<file path="src/hdl/cgp_regs.svh">
// Purpose: Constants for the current gauge pulse-width encoder.
// Assumes: 10 MHz system clock, one clock domain.
// Notes:   Counts are derived from times in their own units.
//
// What this block does
// Decimate modulator bitstream into multi-bit value
// Output high while measurement exceeds ramp
// Zero current gives half duty
// Positive current above half, negative below
// Full scale gives 95.5 and 4.5 percent
// Current equals 2.2 times duty minus half
// Full-scale option fixed at build time
// Average over fixed fifty millisecond slots
// One PWM period per slot, about 20 Hz
// Low power-down input forces shutdown
// Duty shows previous slot average
// Ramp uses 1024 levels per period
// Half-level extra high time each period
// Shutdown holds output; restart clears state
`ifndef CGP_REGS_SVH
`define CGP_REGS_SVH

// Clock rate and slot time in their own units
`define CGP_CLK_KHZ     10000
`define CGP_SLOT_MS     50
`define CGP_SLOT_CYC    (`CGP_SLOT_MS * `CGP_CLK_KHZ)

// Ramp and decimation shape
`define CGP_LEVELS      1024
`define CGP_RAMP_TOP    10'h3ff
`define CGP_DEC_LEN     64
`define CGP_DEC_LAST    6'h3f
`define CGP_MID         10'h200

// Level = 512 + (acc * GAIN) >> SHIFT, i.e. 1024 / 2.2 per full scale
`define CGP_GAIN        32'sh00001d17
`define CGP_GAIN_SHIFT  20
`define CGP_MID_S       32'sh00000200
`define CGP_TOP_S       32'sh000003ff

`endif

</file>
<file path="src/hdl/cgp_pkg.sv">
// Purpose: Types shared by the current gauge encoder files.
// Assumes: Constants live in cgp_regs.svh.
// Notes:   Types only.
package cgp_pkg;

  // Factory full-scale option, fixed at build time
  typedef enum logic {
    CGP_FS_1A = 1'b0,
    CGP_FS_2A = 1'b1
  } cgp_fs_t;

  // Control states, Gray along off -> first -> run
  typedef enum logic [1:0] {
    CGP_ST_OFF   = 2'b00,
    CGP_ST_FIRST = 2'b01,
    CGP_ST_RUN   = 2'b11
  } cgp_state_t;

  // One decimated sample of the density stream
  typedef struct packed {
    logic              valid;
    logic signed [7:0] sum;
  } cgp_dec_t;

endpackage : cgp_pkg

</file>
<file path="src/hdl/cgp_decim.sv">
// Purpose: Decimating box-car filter for the modulator bitstream.
// Assumes: samp_en marks each modulator sample; dens_bit is synced.
// Notes:   Emits one signed sum of 64 bipolar samples per window.
`timescale 1ns/1ns
`include "cgp_regs.svh"

module cgp_decim (
  // Clock and reset
  input  wire logic             clk,
  input  wire logic             rst_n,
  // Control
  input  wire logic             clr,
  input  wire logic             samp_en,
  input  wire logic             dens_bit,
  // Decimated output
  output cgp_pkg::cgp_dec_t     dec
);
  import cgp_pkg::*;

  logic        [5:0] cnt_q;
  logic signed [7:0] sum_q;
  logic signed [7:0] step;
  logic signed [7:0] sum_d;
  logic              win_end;
  cgp_dec_t          dec_q;

  // Each sample counts +1 for a one and -1 for a zero
  assign step    = dens_bit ? 8'sh01 : 8'shff;
  assign sum_d   = sum_q + step;
  assign win_end = samp_en && (cnt_q == `CGP_DEC_LAST);
  assign dec     = dec_q;

  // Window accumulator; clr drops a partly filled window
  always_ff @(posedge clk) begin
    if (!rst_n || clr) begin
      cnt_q <= 6'h00;
      sum_q <= 8'sh00;
      dec_q <= '0;
    end else begin
      dec_q.valid <= win_end;
      if (win_end) begin
        dec_q.sum <= sum_d;
      end
      if (samp_en) begin
        cnt_q <= cnt_q + 6'h01;
        sum_q <= win_end ? 8'sh00 : sum_d;
      end
    end
  end

endmodule : cgp_decim

</file>
<file path="src/hdl/cgp_gauge.sv">
// Purpose: Current gauge back end: filter, slot average, PWM out.
// Assumes: mod_bit and power_down_n arrive from outside the clock.
// Notes:   One PWM period is exactly one averaging slot.
`timescale 1ns/1ns
`include "cgp_regs.svh"

module cgp_gauge #(
  parameter int unsigned      SLOT_CYC = `CGP_SLOT_CYC,
  parameter cgp_pkg::cgp_fs_t FS_OPT   = cgp_pkg::CGP_FS_1A
) (
  // Clock and reset
  input  wire logic clk,
  input  wire logic rst_n,
  // Modulator and shutdown inputs
  input  wire logic mod_bit,
  input  wire logic power_down_n,
  // Duty-cycle output
  output logic      current_pwm
);
  import cgp_pkg::*;

  // Cycle counts derived from the slot length
  // Short levels take one sample a clock and the map shift drops by the
  // same power of two, so any power-of-two level length maps alike.
  localparam int unsigned LEVEL_CYC = SLOT_CYC / `CGP_LEVELS;
  localparam int unsigned SAMP_PER_LVL = (LEVEL_CYC >= `CGP_DEC_LEN) ?
                                         `CGP_DEC_LEN : LEVEL_CYC;
  localparam int unsigned SAMP_CYC  = LEVEL_CYC / SAMP_PER_LVL;
  localparam int unsigned MAP_SHIFT = `CGP_GAIN_SHIFT
                                      - $clog2(`CGP_DEC_LEN / SAMP_PER_LVL);
  localparam int unsigned HALF_CYC  = LEVEL_CYC / 2;
  localparam logic [15:0] LEVEL_LAST = 16'(LEVEL_CYC - 1);
  localparam logic [15:0] SAMP_LAST  = 16'(SAMP_CYC - 1);
  localparam logic [15:0] HALF_LIM   = 16'(HALF_CYC);
  localparam logic [6:0]  DEC_CNT    = 7'(SAMP_PER_LVL);

  // Full-scale option only sets the analog gain; the digital map
  // from density to duty is the same for both builds.
  localparam cgp_fs_t FS_BUILD = FS_OPT;

  // Average in sample units to ramp level, clamped to the ramp
  function automatic logic [9:0] cgp_to_level(
    input logic signed [17:0] a
  );
    logic signed [31:0] p;
    logic signed [31:0] n;
    p = 32'(a) * `CGP_GAIN;
    n = (p >>> MAP_SHIFT) + `CGP_MID_S;
    if (n < 32'sh0) begin
      cgp_to_level = 10'h000;
    end else if (n > `CGP_TOP_S) begin
      cgp_to_level = `CGP_RAMP_TOP;
    end else begin
      cgp_to_level = n[9:0];
    end
  endfunction : cgp_to_level

  logic [2:0]         bit_sync_q;
  logic [2:0]         pd_sync_q;
  logic               bit_q;
  logic               pd_q;
  cgp_state_t         st_q;
  cgp_state_t         st_d;
  logic [15:0]        sub_q;
  logic [15:0]        samp_q;
  logic [6:0]         nsamp_q;
  logic [9:0]         ramp_q;
  logic signed [17:0] acc_q;
  logic [9:0]         duty_q;
  logic               slot_end_q;
  logic               pwm_q;
  cgp_dec_t           dec;

  logic               run;
  logic               level_end;
  logic               slot_end;
  logic               samp_tick;
  logic signed [17:0] acc_sum;
  logic               above;
  logic               half_hi;
  logic               pwm_d;

  // Three-stage synchronisers; a change counts once the last two agree
  always_ff @(posedge clk) begin
    if (!rst_n) begin
      bit_sync_q <= 3'h0;
      pd_sync_q  <= 3'h0;
    end else begin
      bit_sync_q <= {bit_sync_q[1:0], mod_bit};
      pd_sync_q  <= {pd_sync_q[1:0], power_down_n};
    end
  end

  // Filtered levels; power-down reads as asserted until seen high
  always_ff @(posedge clk) begin
    if (!rst_n) begin
      bit_q <= 1'b0;
      pd_q  <= 1'b0;
    end else begin
      if (bit_sync_q[1] == bit_sync_q[2]) begin
        bit_q <= bit_sync_q[2];
      end
      if (pd_sync_q[1] == pd_sync_q[2]) begin
        pd_q <= pd_sync_q[2];
      end
    end
  end

  // Control state: off until power-down releases, first slot, run
  always_comb begin
    st_d = st_q;
    case (st_q)
      CGP_ST_OFF: begin
        if (pd_q) begin
          st_d = CGP_ST_FIRST;
        end
      end
      CGP_ST_FIRST: begin
        if (!pd_q) begin
          st_d = CGP_ST_OFF;
        end else if (slot_end) begin
          st_d = CGP_ST_RUN;
        end
      end
      CGP_ST_RUN: begin
        if (!pd_q) begin
          st_d = CGP_ST_OFF;
        end
      end
      default: begin
        st_d = CGP_ST_OFF;
      end
    endcase
  end

  always_ff @(posedge clk) begin
    if (!rst_n) begin
      st_q <= CGP_ST_OFF;
    end else begin
      st_q <= st_d;
    end
  end

  // Timing strobes; samples fill the front of each level window
  assign run       = (st_q != CGP_ST_OFF);
  assign level_end = (sub_q == LEVEL_LAST);
  assign slot_end  = level_end && (ramp_q == `CGP_RAMP_TOP);
  assign samp_tick = run && (samp_q == SAMP_LAST)
                     && (nsamp_q < DEC_CNT);

  // Level sub-counter and free-running ramp, held clear in shutdown
  always_ff @(posedge clk) begin
    if (!rst_n || !run) begin
      sub_q  <= 16'h0000;
      ramp_q <= 10'h000;
    end else begin
      sub_q <= level_end ? 16'h0000 : (sub_q + 16'h0001);
      if (level_end) begin
        ramp_q <= ramp_q + 10'h001;
      end
    end
  end

  // Sample divider: a fixed power-of-two count per slot, so the
  // slot average needs no divider, only a constant multiply.
  always_ff @(posedge clk) begin
    if (!rst_n || !run || level_end) begin
      samp_q  <= 16'h0000;
      nsamp_q <= 7'h00;
    end else begin
      samp_q <= (samp_q == SAMP_LAST) ? 16'h0000 : (samp_q + 16'h0001);
      if (samp_tick) begin
        nsamp_q <= nsamp_q + 7'h01;
      end
    end
  end

  // Decimating filter, cleared whenever the block is off
  cgp_decim u_decim (
    .clk      (clk),
    .rst_n    (rst_n),
    .clr      (!run),
    .samp_en  (samp_tick),
    .dens_bit (bit_q),
    .dec      (dec)
  );

  // Slot accumulator; a window landing on the slot edge still counts
  assign acc_sum = dec.valid ? (acc_q + 18'(dec.sum)) : acc_q;

  // Slot edge seen one clock late, so the window that closes on the
  // last sample is in before the average is taken. Ramp level 0 is
  // high for any duty, so the late load never shows on the pin.
  always_ff @(posedge clk) begin
    if (!rst_n || !run) begin
      slot_end_q <= 1'b0;
    end else begin
      slot_end_q <= slot_end;
    end
  end

  always_ff @(posedge clk) begin
    if (!rst_n || !run) begin
      acc_q <= 18'sh00000;
    end else if (slot_end_q) begin
      acc_q <= 18'sh00000;
    end else begin
      acc_q <= acc_sum;
    end
  end

  // Duty for the next slot; mid-scale until a full slot is in
  always_ff @(posedge clk) begin
    if (!rst_n || !run) begin
      duty_q <= `CGP_MID;
    end else if (slot_end_q) begin
      duty_q <= cgp_to_level(acc_sum);
    end
  end

  // Compare: high while duty exceeds ramp, plus half a level
  assign above   = (duty_q > ramp_q);
  assign half_hi = (duty_q == ramp_q) && (sub_q < HALF_LIM);
  assign pwm_d   = run && (above || half_hi);

  // Registered output; held low in shutdown to save the load
  always_ff @(posedge clk) begin
    if (!rst_n) begin
      pwm_q <= 1'b0;
    end else begin
      pwm_q <= pwm_d;
    end
  end

  assign current_pwm = pwm_q;

endmodule : cgp_gauge

</file>
<file path="config.mk">
export PLATFORM = sky130hd
export DESIGN_NAME = cgp_gauge
export DESIGN_NICKNAME = d
export VERILOG_FILES = /design/src/hdl/cgp_pkg.sv /design/src/hdl/cgp_decim.sv /design/src/hdl/cgp_gauge.sv
export VERILOG_INCLUDE_DIRS = /design/src /design/src/hdl
export SDC_FILE = /design/constraint.sdc
export NUM_CORES = 1
export LEC_CHECK = 0
export BUFFER_PORTS_ARGS = -buffer_cell sky130_fd_sc_hd__buf_2
export CAP_MARGIN = 20
export CORE_ASPECT_RATIO = 1.5
export CORE_UTILIZATION = 60
export CTS_CLUSTER_DIAMETER = 40
export DETAILED_ROUTE_END_ITERATION = 8
export GPL_ROUTABILITY_DRIVEN = 0
export GPL_TIMING_DRIVEN = 0
export PLACE_DENSITY = 0.77
export REMOVE_ABC_BUFFERS = 1
export SYNTH_ARGS = -nofsm -noshare
export SYNTH_HDL_FRONTEND = slang
export SYNTH_SLANG_ARGS = --single-unit
</file>
<file path="constraint.sdc">
create_clock -name clk -period 12.4 [get_ports clk]
set_clock_uncertainty 0.05 [all_clocks]
set_input_delay 2.48 -clock clk [delete_from_list [all_inputs] [get_ports clk]]
set_output_delay 2.48 -clock clk [all_outputs]
set_load 0.01 [all_outputs]
</file>
==> out/metrics.yaml <==
run_status:
  status: "finished clean"
synth:
  yosys.area.top_type_share: 0.208
  syn_area_um2: 10800
  yosysTopAreaCell: "dfxtp_1"
  synth_ff_type: "dfxtp_1"
  synth_edf_count: 0
  synth.avg_cell_area_um2: 9.01
  synthCells: 1197
  synth-seq-cells: 112
  ys_async_sr_fraction: 0
  synth_cell_types: 73
  ys_warn_count: 0
  yosys-top-cells-area: "dfxtp_1 21%, fa_1 19%, ha_1 17%"
  seq_area_frac_synth: 0.208
  synth_most_common_cell: "inv_1"
  synthTopCellsByCount: "231 x inv_1, 146 x ha_1, 115 x nor2_1, 112 x dfxtp_1, 104 x fa_1"
job:
  maxCapViolCount: 0
finish:
  synthToLayoutAreaGrowth_pct: 5.41
  nNetsFinal: 1446
  drive_gt1_frac: 0.0409
  antenna_cells: 0
  fillerInstances: 1444
  stdcell_count: 1410
min_path:
  min_path_cells: 1
  hold_path.class: "register to register"
floorplan:
  die_h_um: 166
  die_w_um: 111
  core_area_um2: 17500
  dieArea_um2: 18500
  io_pins: 5
  start_util: 0.616
  rows: 59
power_and_ir_drop:
  total_power_mw: 0.660
  peakVddDrop_mv: 0.0928
  leakage_nw: 5.59
  internal_power_mw: 0.506
  powerDensity_nw_per_um2: 58.1
  seqPwrFrac: 0.546
  p_switching_mw: 0.154
  switching_share: 0.234
  combinationalPowerShare: 0.003
  p_clk_frac: 0.451
critical_path:
  end_kind: "register"
  crit_type: "register to register"
  critPathLaunch: "acc_q[0]"
  cp_slowest_cell: "mux2i_1"
  r2r_slack_ns: 2.24
  required_ns: 12.58
  worstReg2RegEnd: "duty_q[9]"
  r2r_start: "acc_q[0]"
  max_stage_delay_ns: 0.63
  crit_arrival_ns: 10.34
  crit_end: "duty_q[9]"
  worstPathMaxFanout: 4
  worstRegToRegCells: 37
  startpoint_type: "register"
timing:
  setup_violations: 0
  worst_slew_pin_slew_ns: 1.09
  timing_hold_violations_final: 0
  fin_crit_ns: 10.16
  setup_tns_ns: 0
  fin_crit_sh: 0.819
  holdWs_ns: 0.388
  relSlewSlack: 0.274
  final_max_slew_viol_count: 0
  rsz0062_at_grt: "no"
  max_freq_mhz: 98.4
grt:
  grt_max_degree: 31
  grt_pass1_vias: 8320
  antenna_found_initial: 0
  grt_overflow: 0
  grt_pass1_wl_um: 36600
  grt_usage: 0.243
placement:
  portBuffers: 4
  dp.cells: 1393
  hpwl_um: 17000
detailed_routing:
  wire_per_inst_um: 14.7
  postRouteAntennaNets: 0
  remaining_drc_errors: 0
  drt_wl_total_um: 20700
  first_pass_iters: 6
  drtIter0Drc: 302
  viasPerCell: 5.52
  vias: 7789
clock_network:
  cts_tree: "built"
  root_buffer: "clkbuf_16"
  cts_setup_buffers: 0
  cts_hold_buf: 0
  cts.sinks: 112
  clk_latency_ns: 0.36
  cts_max_path_buffers: 2
  cts_buffers: 9
  cts_max_level: 3
  clk_pin_slew_worst_paths_ns: 0.08
  ctsResizeCount: 0
## logic make-up after synthesis
group / Yosys count / synth area share
AND/OR/NAND/NOR: 299 / 0.139
XOR/XNOR: 85 / 0.0691
multiplexers: 18 / 0.0169
AO/OA/AOI/OAI: 180 / 0.116
adder cells (fa/ha/maj): 250 / 0.363
buffers and inverters: 253 / 0.0882
flip-flops: 112 / 0.208
## state kept, by name, indices dropped and copies added, names as in the netlist, 3 cells and up
name and count:
pd_sync_q 3, sub_q 16, u_decim.dec 9, u_decim.cnt_q 6
bit_sync_q 3, nsamp_q 7, duty_q 10, acc_q 18
u_decim.sum_q 8, ramp_q 10, samp_q 16
## per-stage QoR
step	util	cell area [um2]	worst slack [ns]
6_report	0.650	11400	2.24
3_5_place_dp	0.630	11000	2.05
5_1_grt	0.650	11400	1.69
2_1_floorplan	-	10700	3.34
4_1_cts	0.648	11300	1.94
3_3_place_gp	0.628	11000	2.15
## layout make-up
type | instances | area [um2] | area share
Multi-Input combinational cell | 832 | 7600 | 0.669
Clock buffer | 9 | 225 | 0.0198
Timing Repair Buffer | 6 | 75.1 | 0.00661
Inverter | 231 | 867 | 0.0763
Tap cell | 213 | 267 | 0.0235
Sequential cell | 112 | 2240 | 0.197
Clock inverter | 7 | 83.8 | 0.00738
## layer usage
metal	GRT usage	vias up	wire length [um]
met4	0.116	0	916
li1	-	3925	-
met1	0.256	3755	8300
met3	0.0226	48	231
met5	0	-	0
met2	0.474	61	11200
## cells in the final DEF, fill, tap and decap left out, types with 4 or more instances in the layout
cell type	count
a211oi_1	7
a21boi_0	5
a21o_1	15
a21oi_1	53
a22oi_1	5
a31oi_1	5
a32oi_1	4
and2_1	15
and3_1	10
buf_2	4
clkbuf_16	9
dfxtp_1	112
fa_1	104
ha_1	146
inv_1	231
mux2i_1	16
nand2_1	53
nand2b_1	7
nand3_1	30
nand4_1	16
nor2_1	115
nor2b_1	7
nor3_1	9
nor4_1	5
o2111ai_1	6
o211ai_1	5
o21a_1	9
o21ai_0	22
o21ai_1	9
o21bai_1	5
o221ai_1	6
or3_1	8
xnor2_1	53
xor2_1	32
## critical path: cells and delay by family (launching register included)
family / cells / cell delay [ns]
flops: 1 / 0.32
compound gates: 11 / 2.50
simple gates: 7 / 1.42
mux: 1 / 0.63
fa+ha+maj: 10 / 4.02
buf+inv: 5 / 0.52
xor+xnor: 3 / 0.57
## how the worst min path moves through the flow
stage | start | to
detailed placement | bit_sync_q[0] | bit_sync_q[1]
global placement | bit_sync_q[0] | bit_sync_q[1]
floorplan | bit_sync_q[0] | bit_sync_q[1]
global route | bit_sync_q[0] | bit_sync_q[1]
finish | bit_sync_q[0] | bit_sync_q[1]
CTS | bit_sync_q[0] | bit_sync_q[1]
## power groups by stage
| stage | clock [mW] | sequential [mW] | combinational [mW] |
|---|---|---|---|
| 6_report | 0.298 | 0.360 | 0.00196 |
| 5_1_grt | 0.317 | 0.361 | 0.00222 |
| 4_1_cts | 0.304 | 0.360 | 0.00199 |
| 3_5_place_dp | 0 | 0.369 | 0.00197 |
| 3_3_place_gp | 0 | 0.369 | 0.00175 |
| 2_1_floorplan | 0 | 0.369 | 0.000893 |
Note: power is estimated with default switching activity, not from simulation.
